[src/rtl/xexec_regs.svh]
// offsets, field positions, reset values and timing counts of the executor
`ifndef XEXEC_REGS_SVH
`define XEXEC_REGS_SVH

`define CLK_PERIOD_NS      100
`define REG_CTRL           8'h00
`define REG_OPERAND        8'h04
`define REG_ACC            8'h08
`define REG_FLAGS          8'h0C
`define REG_TBL_LO         8'h10
`define REG_TBL_HI         8'h14
`define REG_TBL_LATCH      8'h18
`define REG_STATUS         8'h1C
`define REG_CYCLES         8'h20
`define CTRL_GO_BIT        31
`define CTRL_OP_LSB        0
`define CTRL_BIT_LSB       8
`define CTRL_ADDR_LSB      16
`define FLAG_C             0
`define FLAG_AC            1
`define FLAG_Z             2
`define FLAG_OV            3
`define FLAG_SC            4
`define FLAG_CZ            5
`define ZERO_BYTE          8'h00
`define RESET_BYTE         8'h00
`define SKIP_CYCLES        3
`define PLAIN_CYCLES       1
`define UNMAPPED_READ      32'hDEAD_BEEF

`endif

[src/rtl/xexec_pkg.sv]
// types shared by the extended instruction executor
package xexec_pkg;

    typedef enum logic [3:0] {
        skip_if_mem_nonzero,
        sub_mem_to_acc,
        sub_result_to_mem,
        nibble_exchange_mem,
        nibble_exchange_to_acc,
        skip_if_mem_zero,
        skip_if_zero_move_acc,
        skip_if_bit_zero,
        paged_table_read,
        last_page_table_read,
        inc_paged_table_read,
        inc_last_page_table_read,
        xor_to_acc,
        xor_to_mem
    } op_t;

    typedef struct packed {
        logic compare_zero_flag;
        logic signed_compare_flag;
        logic overflow_flag;
        logic zero_flag;
        logic aux_carry_flag;
        logic carry_flag;
    } flags_t;

    typedef struct packed {
        logic [7:0] result;
        flags_t     flags;
    } alu_out_t;

    typedef enum {
        st_idle,
        st_mem_rd,
        st_prog_rd,
        st_exec,
        st_dummy,
        st_done
    } state_t;

endpackage

[src/rtl/xexec_core.sv]
// extended instruction executor with avalon-mm control and memory ports
//
// Contract
// [RULE1] nonzero skip reads the byte, writes it back, skips when not 0.
// [RULE2] a taken skip adds a dummy cycle: three cycles in total.
// [RULE3] subtract to accumulator stores accumulator minus byte there.
// [RULE4] subtract to memory writes the difference back, accumulator kept.
// [RULE5] subtract clears carry on negative result, sets it otherwise.
// [RULE6] subtract updates ov, z, ac, c, sc, cz and nothing else.
// [RULE7] in-place nibble swap exchanges the byte halves, no flags.
// [RULE8] swap to accumulator leaves the memory byte untouched.
// [RULE9] zero skip reads and writes back, skips when byte is 0, no flags.
// [RULE10] zero skip with move copies byte to accumulator, skips on zero.
// [RULE11] bit skip skips when the chosen bit is 0, no flags.
// [RULE12] paged table read uses both pointers; low to memory, high latched.
// [RULE13] last-page table read uses only the low pointer on the last page.
// [RULE14] incrementing paged read bumps the low pointer before reading.
// [RULE15] incrementing last-page read bumps the low pointer before reading.
// [RULE16] xor to accumulator stores acc xor byte, only zero flag changes.
// [RULE17] xor to memory writes acc xor byte back, only zero flag changes.
// [RULE18] sub ov, ac and sc follow two's complement; ac is bit-3 borrow (the code stores the inverted bit-3 borrow).
//
// Local design decisions: the placing of the registers and the Avalon-MM slave port.
`timescale 1ns/1ns
`include "xexec_regs.svh"
module xexec_core
    import xexec_pkg::*;
#(
    parameter int DADDR_W = 8,
    parameter int PADDR_W = 16,
    parameter int PAGE_HI = 8'hFF
) (
    // clock and reset
    input  wire logic               clk_sys,
    input  wire logic               reset,
    // avalon-mm slave
    input  wire logic [7:0]         avs_address,
    input  wire logic               avs_read,
    input  wire logic               avs_write,
    input  wire logic [31:0]        avs_writedata,
    output logic [31:0]             avs_readdata,
    output logic                    avs_waitrequest,
    // data memory
    output logic [DADDR_W-1:0]      dmem_addr,
    output logic                    dmem_we,
    output logic [7:0]              dmem_wdata,
    input  wire logic [7:0]         dmem_rdata,
    // program memory
    output logic [PADDR_W-1:0]      pmem_addr,
    input  wire logic [15:0]        pmem_rdata,
    // core status
    output logic                    busy,
    output logic                    skip_next
);
    state_t               state_r, state_nxt;
    op_t                  op_r, op_nxt;
    logic [2:0]           bit_r, bit_nxt;
    logic                 busy_r, busy_nxt;
    logic [7:0]           acc_r, acc_nxt;
    flags_t               flags_r, flags_nxt;
    logic [7:0]           tlo_r, tlo_nxt;
    logic [7:0]           thi_r, thi_nxt;
    logic [7:0]           tlatch_r, tlatch_nxt;
    logic [7:0]           operand_r, operand_nxt;
    logic [15:0]          pword_r, pword_nxt;
    logic                 skip_r, skip_nxt;
    logic [1:0]           cyc_r, cyc_nxt;
    logic [31:0]          rdata_r, rdata_nxt;
    logic                 wait_r, wait_nxt;
    logic [DADDR_W-1:0]   daddr_r, daddr_nxt;
    logic                 dwe_r, dwe_nxt;
    logic [7:0]           dwdata_r, dwdata_nxt;
    logic [PADDR_W-1:0]   paddr_r, paddr_nxt;
    alu_out_t             sub_out;
    logic [7:0]           swapped;
    logic [7:0]           xored;
    logic                 start;

    xexec_sub8 #(
        .WIDTH      (8)
    ) u_sub (
        .minuend    (acc_r),
        .subtrahend (operand_r),
        .flags_in   (flags_r),
        .alu_out    (sub_out)
    );

    assign swapped = {operand_r[3:0], operand_r[7:4]};
    assign xored   = acc_r ^ operand_r;
    // a go request is accepted only when idle, otherwise it is held off
    assign start   = avs_write && (avs_address == `REG_CTRL)
                   && avs_writedata[`CTRL_GO_BIT] && (state_r == st_idle);

    always_comb begin
        state_nxt   = state_r;
        op_nxt      = op_r;
        bit_nxt     = bit_r;
        acc_nxt     = acc_r;
        flags_nxt   = flags_r;
        tlo_nxt     = tlo_r;
        thi_nxt     = thi_r;
        tlatch_nxt  = tlatch_r;
        operand_nxt = operand_r;
        pword_nxt   = pword_r;
        skip_nxt    = skip_r;
        cyc_nxt     = cyc_r;
        daddr_nxt   = daddr_r;
        dwe_nxt     = 1'b0;
        dwdata_nxt  = dwdata_r;
        paddr_nxt   = paddr_r;
        rdata_nxt   = rdata_r;
        wait_nxt    = 1'b1;
        // bus: a one-cycle wait, then the access completes
        if ((avs_read || avs_write) && wait_r && !(avs_write
            && avs_address == `REG_CTRL && avs_writedata[`CTRL_GO_BIT]
            && state_r != st_idle)) begin
            wait_nxt = 1'b0;
            if (avs_read) begin
                case (avs_address)
                    `REG_CTRL:      rdata_nxt = {27'h000_0000, op_r, 1'b0};
                    `REG_OPERAND:   rdata_nxt = {24'h00_0000, operand_r};
                    `REG_ACC:       rdata_nxt = {24'h00_0000, acc_r};
                    `REG_FLAGS:     rdata_nxt = {26'h000_0000, flags_r};
                    `REG_TBL_LO:    rdata_nxt = {24'h00_0000, tlo_r};
                    `REG_TBL_HI:    rdata_nxt = {24'h00_0000, thi_r};
                    `REG_TBL_LATCH: rdata_nxt = {24'h00_0000, tlatch_r};
                    `REG_STATUS:    rdata_nxt = {30'h0000_0000,
                                                 skip_r, busy_r};
                    `REG_CYCLES:    rdata_nxt = {30'h0000_0000, cyc_r};
                    default:        rdata_nxt = `UNMAPPED_READ;
                endcase
            end
        end
        // a write lands only at the edge where waitrequest is seen low
        if (avs_write && !wait_r) begin
            case (avs_address)
                `REG_CTRL: begin
                    if (start) begin
                        op_nxt    = op_t'(avs_writedata[3:0]);
                        bit_nxt   = avs_writedata[`CTRL_BIT_LSB +: 3];
                        daddr_nxt = avs_writedata[`CTRL_ADDR_LSB +: DADDR_W];
                        skip_nxt  = 1'b0;
                        cyc_nxt   = 2'd1;
                        state_nxt = st_mem_rd;
                    end
                end
                `REG_ACC:       acc_nxt = avs_writedata[7:0];
                `REG_FLAGS:     flags_nxt = flags_t'(avs_writedata[5:0]);
                `REG_TBL_LO:    tlo_nxt = avs_writedata[7:0];
                `REG_TBL_HI:    thi_nxt = avs_writedata[7:0];
                `REG_TBL_LATCH: tlatch_nxt = avs_writedata[7:0];
                default: ;
            endcase
        end
        case (state_r)
            st_idle: ;
            st_mem_rd: begin
                operand_nxt = dmem_rdata;
                case (op_r)
                    paged_table_read: begin
                        paddr_nxt = PADDR_W'({thi_r, tlo_r}); // see [RULE12]
                        state_nxt = st_prog_rd;
                    end
                    last_page_table_read: begin
                        paddr_nxt = PADDR_W'({PAGE_HI[7:0],
                                              tlo_r}); // see [RULE13]
                        state_nxt = st_prog_rd;
                    end
                    inc_paged_table_read: begin
                        tlo_nxt   = tlo_r + 8'h01; // see [RULE14]
                        paddr_nxt = PADDR_W'({thi_r, tlo_r + 8'h01});
                        state_nxt = st_prog_rd;
                    end
                    inc_last_page_table_read: begin
                        tlo_nxt   = tlo_r + 8'h01; // see [RULE15]
                        paddr_nxt = PADDR_W'({PAGE_HI[7:0], tlo_r + 8'h01});
                        state_nxt = st_prog_rd;
                    end
                    default: state_nxt = st_exec;
                endcase
            end
            st_prog_rd: begin
                pword_nxt = pmem_rdata;
                state_nxt = st_exec;
            end
            st_exec: begin
                state_nxt = st_done;
                case (op_r)
                    skip_if_mem_nonzero: begin
                        dwe_nxt    = 1'b1; // see [RULE1]
                        dwdata_nxt = operand_r;
                        skip_nxt   = (operand_r != `ZERO_BYTE);
                    end
                    skip_if_mem_zero: begin
                        dwe_nxt    = 1'b1; // see [RULE9]
                        dwdata_nxt = operand_r;
                        skip_nxt   = (operand_r == `ZERO_BYTE);
                    end
                    skip_if_zero_move_acc: begin
                        acc_nxt  = operand_r; // see [RULE10]
                        skip_nxt = (operand_r == `ZERO_BYTE);
                    end
                    skip_if_bit_zero:
                        skip_nxt = ~operand_r[bit_r]; // see [RULE11]
                    sub_mem_to_acc: begin
                        acc_nxt   = sub_out.result; // see [RULE3]
                        flags_nxt = sub_out.flags; // see [RULE6]
                    end
                    sub_result_to_mem: begin
                        dwe_nxt    = 1'b1; // see [RULE4]
                        dwdata_nxt = sub_out.result;
                        flags_nxt  = sub_out.flags; // see [RULE6]
                    end
                    nibble_exchange_mem: begin
                        dwe_nxt    = 1'b1; // see [RULE7]
                        dwdata_nxt = swapped;
                    end
                    nibble_exchange_to_acc:
                        acc_nxt = swapped; // see [RULE8]
                    xor_to_acc: begin
                        acc_nxt             = xored; // see [RULE16]
                        flags_nxt.zero_flag = (xored == `ZERO_BYTE);
                    end
                    xor_to_mem: begin
                        dwe_nxt             = 1'b1; // see [RULE17]
                        dwdata_nxt          = xored;
                        flags_nxt.zero_flag = (xored == `ZERO_BYTE);
                    end
                    paged_table_read, last_page_table_read,
                    inc_paged_table_read, inc_last_page_table_read: begin
                        dwe_nxt    = 1'b1;
                        dwdata_nxt = pword_r[7:0];
                        tlatch_nxt = pword_r[15:8];
                    end
                    // spare codes must not touch memory
                    default: ;
                endcase
            end
            st_done: begin
                cyc_nxt   = skip_r ? cyc_r + 2'd1 : cyc_r;
                // a taken skip burns one more cycle fetching a dummy
                state_nxt = skip_r ? st_dummy : st_idle; // see [RULE2]
            end
            st_dummy: begin
                cyc_nxt   = 2'(`SKIP_CYCLES); // see [RULE2]
                state_nxt = st_idle;
            end
            default: state_nxt = st_idle;
        endcase
        busy_nxt    = (state_nxt != st_idle);
    end

    always_ff @(posedge clk_sys or posedge reset) begin
        if (reset) begin
            state_r   <= st_idle;
            op_r      <= skip_if_mem_nonzero;
            bit_r     <= 3'h0;
            busy_r    <= 1'b0;
            acc_r     <= `RESET_BYTE;
            flags_r   <= '0;
            tlo_r     <= `RESET_BYTE;
            thi_r     <= `RESET_BYTE;
            tlatch_r  <= `RESET_BYTE;
            operand_r <= `RESET_BYTE;
            pword_r   <= 16'h0000;
            skip_r    <= 1'b0;
            cyc_r     <= 2'd0;
            rdata_r   <= 32'h0000_0000;
            wait_r    <= 1'b1;
            daddr_r   <= '0;
            dwe_r     <= 1'b0;
            dwdata_r  <= `RESET_BYTE;
            paddr_r   <= '0;
        end else begin
            state_r   <= state_nxt;
            op_r      <= op_nxt;
            bit_r     <= bit_nxt;
            busy_r    <= busy_nxt;
            acc_r     <= acc_nxt;
            flags_r   <= flags_nxt;
            tlo_r     <= tlo_nxt;
            thi_r     <= thi_nxt;
            tlatch_r  <= tlatch_nxt;
            operand_r <= operand_nxt;
            pword_r   <= pword_nxt;
            skip_r    <= skip_nxt;
            cyc_r     <= cyc_nxt;
            rdata_r   <= rdata_nxt;
            wait_r    <= wait_nxt;
            daddr_r   <= daddr_nxt;
            dwe_r     <= dwe_nxt;
            dwdata_r  <= dwdata_nxt;
            paddr_r   <= paddr_nxt;
        end
    end

    // every output port is a flop so nothing decoded leaves the core
    assign avs_readdata    = rdata_r;
    assign avs_waitrequest = wait_r;
    assign dmem_addr       = daddr_r;
    assign dmem_we         = dwe_r;
    assign dmem_wdata      = dwdata_r;
    assign pmem_addr       = paddr_r;
    assign busy            = busy_r;
    assign skip_next       = skip_r;
endmodule

[src/rtl/xexec_sub8.sv]
// 8-bit subtract with full status flag generation
`timescale 1ns/1ns
`include "xexec_regs.svh"
module xexec_sub8
    import xexec_pkg::*;
#(
    parameter int WIDTH = 8
) (
    // operands
    input  wire logic [WIDTH-1:0] minuend,
    input  wire logic [WIDTH-1:0] subtrahend,
    input  wire flags_t           flags_in,
    // result
    output alu_out_t              alu_out
);
    logic [WIDTH:0]   diff;
    logic [4:0]       low_diff;
    logic [WIDTH-1:0] res;
    logic             ovf;

    always_comb begin
        diff     = {1'b0, minuend} - {1'b0, subtrahend};
        low_diff = {1'b0, minuend[3:0]} - {1'b0, subtrahend[3:0]};
        res      = diff[WIDTH-1:0];
        ovf      = (minuend[WIDTH-1] ^ subtrahend[WIDTH-1])
                 & (minuend[WIDTH-1] ^ res[WIDTH-1]);
        alu_out.result = res;
        alu_out.flags  = flags_in;
        // borrow means the result went negative: carry clear    see [RULE5]
        alu_out.flags.carry_flag          = ~diff[WIDTH];
        // aux carry is the inverted borrow out of bit 3           see [RULE18]
        alu_out.flags.aux_carry_flag      = ~low_diff[4];
        alu_out.flags.overflow_flag       = ovf;
        alu_out.flags.zero_flag           = (res == `ZERO_BYTE);
        // signed compare is sign xor overflow                   see [RULE18]
        alu_out.flags.signed_compare_flag = res[WIDTH-1] ^ ovf;
        alu_out.flags.compare_zero_flag   = (res == `ZERO_BYTE);
    end
endmodule

[config.mk]
export PLATFORM = sky130hd
export DESIGN_NAME = xexec_core
export DESIGN_NICKNAME = d
export VERILOG_FILES = /design/src/rtl/xexec_pkg.sv /design/src/rtl/xexec_core.sv /design/src/rtl/xexec_sub8.sv
export VERILOG_INCLUDE_DIRS = /design/src /design/src/rtl
export SDC_FILE = /design/constraint.sdc
export NUM_CORES = 1
export LEC_CHECK = 0
export BUFFER_PORTS_ARGS = -buffer_cell sky130_fd_sc_hd__buf_4
export CAP_MARGIN = 25
export CORE_MARGIN = 2
export CORE_UTILIZATION = 55
export CTS_BUF_LIST = sky130_fd_sc_hd__clkbuf_8 sky130_fd_sc_hd__clkbuf_16
export CTS_CLUSTER_DIAMETER = 200
export CTS_CLUSTER_SIZE = 20
export DETAILED_ROUTE_END_ITERATION = 16
export GPL_ROUTABILITY_DRIVEN = 0
export HOLD_SLACK_MARGIN = 0.06
export PLACE_DENSITY = 0.78
export SETUP_SLACK_MARGIN = 0.2
export SLEW_MARGIN = 20
export SYNTH_ARGS = -nofsm -noshare
export SYNTH_HDL_FRONTEND = slang
export SYNTH_SLANG_ARGS = --single-unit
[constraint.sdc]
create_clock -name clk_sys -period 13.7 [get_ports clk_sys]
set_clock_uncertainty 0.1 [all_clocks]
set_input_delay 2.055 -clock clk_sys [delete_from_list [all_inputs] [get_ports clk_sys]]
set_output_delay 2.055 -clock clk_sys [all_outputs]
set_load 0.1 [all_outputs]
==> impl_metrics.toml <==
[run_status]
status = "finished clean"

[sta]
fin_crit_sh_pct = 30.2
tightest_slew_ps = 1010
final_max_slew_viol_count = 0
finalSetupViolations = 0
rsz0062_at_grt = "no"
fmax_mhz = 242
tns_ps = 0
period_minus_slack_ps = 4140
finalHoldViolCount = 0
relSlewSlack_pct = 32.0
hold_ws_ps = 383

[power_and_ir_drop]
p_switching_mw = 0.292
combPwrFrac_pct = 9.5
sw_frac_of_total_pct = 28.8
p_seq_share_pct = 44.8
power.share.clock_pct = 45.6
power_density_mw_per_mm2 = 107
leakagePower_nw = 4.29
vdd_ir_drop_max_mv = 0.101
intPower_mw = 0.720

[setup_path]
cp-end-kind = "flip-flop"
crit_path_max_fanout = 11
crit_arrival_ps = 4350
required_ps = 13910
cp-start-kind = "primary input"
worstSetupPathType = "in -> reg"

[cells_and_area]
fill_cells = 1113
num-nets-final = 975
fin_area_sq_mm = 0.00944
fin_cells = 1089
area.growth.synth_to_final_pct = 20.0
drive_gt1_share_pct = 24.8
n_antenna_cell = 0

[floorplanning]
rows = 43
ios = 136
die_y_microns = 124
core_sq_mm = 0.0139
die-area_sq_mm = 0.0153
die_w_microns = 124
initial_core_util_pct = 56.5

[synthesis]
ys_seq_area_share_pct = 47.1
synth-main-ff-cell = "dfrtp_1"
async_reset_ff_share_pct = 100
synthCells = 787
ys_warn_count = 0
ys_ff_latch = 148
netlist_area_sq_mm = 0.00787
synth_edf_count = 0
avgSynthCellArea_sq_um = 10.0
synth_cell_types = 68

[clock_network]
postCtsSetupRepairBufs = 0
post_cts_resized = 0
clk_latency_ps = 430
h-tree-depth = 4
root_buffer = "clkbuf_16"
cts_buffer_depth = 2
cts.reportedPaths.clkPinSlew_ps = 70
cts_buffers = 17
cts_tree = "built"
cts.sinks = 148
cts_hold_buf = 0

[min_path]
hp-class = "reg -> reg"

[routing]
first_pass_iters = 6
post_drt_wl_per_cell_microns = 18.9
vias = 6501
ant_nets = 0
routed_wl_microns = 20600
viasPerCell = 5.97
drc = 0
detail_route.iter0.violations = 826

[grt]
grt_pass1_wl_microns = 32200
grt.total_usage_pct = 28.1
antenna_found_initial = 0
gr-total-overflow = 0
grt_max_degree = 83
grt_pass1_vias = 6126

[placed_design]
placed_area_sq_mm = 0.00877
post-dp-hpwl_microns = 14500
placed_cells = 1054
io_buffers = 116

[flow_run]
cap_violations = 0
[per-stage QoR]
stage          util (%)  worst slack, ps  total power [mW]
6_report           67.7             9560              1.01
5_1_grt            67.7             9390              1.05
3_3_place_gp       63.0             9140             0.556
4_1_cts            67.4             9540              1.02
3_5_place_dp       63.0             9140             0.557
2_1_floorplan         -             7570             0.529
[cells in the final DEF (no fill, tap or decap), types with 10 or more instances in the layout]
cell type  count
dfrtp_1      147
mux2_2        39
nor2_1        78
inv_1         17
a21oi_1       58
conb_1        36
clkbuf_16     17
nor3_1        13
nand2b_1      11
o21ai_0       51
nand2_1       60
mux2i_1       43
nor4_1        10
o22ai_1       12
nand3_1       18
buf_4        119
[kinds of logic (layout without fill, tap and decap cells)]
| kind of cell | after synthesis | count (layout) | synth area share, % |
|---|---|---|---|
| XOR/XNOR | 11 | 11 | 1.22 |
| other | 1 | 36 | 0.0477 |
| flip-flops | 148 | 148 | 47.1 |
| adder cells (fa/ha/maj) | 11 | 11 | 1.94 |
| AO/OA/AOI/OAI | 189 | 189 | 14.9 |
| AND/OR/NAND/NOR | 249 | 249 | 16.1 |
| multiplexers | 92 | 92 | 13.2 |
| buffers and inverters | 86 | 173 | 5.53 |
[synthesized netlist by cell type (5+ instances only)]
| library cell | instances | area share, % |
|---|---|---|
| clkbuf_1 | 32 | 1.5 |
| nor3_1 | 14 | 0.89 |
| nand3_1 | 18 | 1.1 |
| a2111oi_0 | 5 | 0.56 |
| nor4_1 | 11 | 0.87 |
| mux2_2 | 39 | 5.6 |
| nor2_1 | 78 | 3.7 |
| a21oi_1 | 58 | 3.7 |
| dfrtp_1 | 147 | 47 |
| nand2_1 | 60 | 2.9 |
| a31oi_1 | 5 | 0.40 |
| inv_1 | 18 | 0.86 |
| nand2b_1 | 11 | 0.87 |
| mux2i_1 | 43 | 5.5 |
| and3_1 | 6 | 0.48 |
| nor2b_1 | 9 | 0.72 |
| a21o_1 | 7 | 0.67 |
| nand4_1 | 6 | 0.48 |
| mux2_4 | 8 | 1.5 |
| o21ai_0 | 51 | 3.2 |
| buf_1 | 6 | 0.29 |
| buf_4 | 25 | 2.4 |
| o22ai_1 | 12 | 0.95 |
| or3_1 | 6 | 0.48 |
| a211oi_1 | 7 | 0.67 |
| ha_1 | 9 | 1.4 |
| xnor2_1 | 9 | 1.0 |
| a22oi_1 | 6 | 0.57 |
[cell type report]
cell class                      instances  area [sq um]  share of cell area (%)
Clock inverter                         15           188                    1.99
Clock buffer                           17           425                    4.51
Sequential cell                       148          3700                    39.2
Timing Repair Buffer                  123           948                    10.0
Tap cell                              180           225                    2.39
Multi-Input combinational cell        588          3880                    41.1
Inverter                               18          72.6                   0.769
[state kept, by name, indices dropped and copies added (netlist names)]
name / count
avs_readdata: 9
dmem_addr: 8
bit_r: 3
dmem_wdata: 8
skip_next: 1
pmem_addr: 16
avs_waitrequest: 1
state_r: 32
busy: 1
tlo_r: 8
operand_r: 8
flags_r: 6
op_r: 4
tlatch_r: 8
cyc_r: 2
acc_r: 8
dmem_we: 1
thi_r: 8
pword_r: 16
[power groups by stage]
stage	combinational (mW)	clock, mW	sequential, mW
6_report	0.0966	0.462	0.454
5_1_grt	0.103	0.489	0.454
4_1_cts	0.0960	0.469	0.453
3_5_place_dp	0.0958	0	0.462
3_3_place_gp	0.0952	0	0.461
2_1_floorplan	0.0566	0	0.473
[routing by layer]
layer  global-route usage [%]  vias to the layer above  share of wire, %
li1                         -                     3010                 -
met1                     39.3                     3066                41
met2                     41.5                      364                45
met3                     7.37                       61                10
met4                     12.5                        0               3.7
met5                        0                        -                 0
[critical path, stage by stage]
cell and delay [ps]:
buf_4 130, nor4_2 650, nand4_1 350, nor4_4 500, buf_4 340, mux2_4 320
[final timing paths]
path                                      from         endpoint  slack [ps]  depth (start not counted)
worst max-delay path            avs_address[1]          op_r[0]        9560                          6
worst min-delay path             dmem_wdata[4]    dmem_wdata[4]         380                          1
worst max register to register    operand_r[1]       flags_r[5]        9700                         14
worst min register to register   dmem_wdata[4]    dmem_wdata[4]         380                          1
max in group asynchronous                reset  avs_readdata[3]       10750                          3
min in group asynchronous                reset      state_r[24]        1610                          2
(Power assumes the default switching activity.)
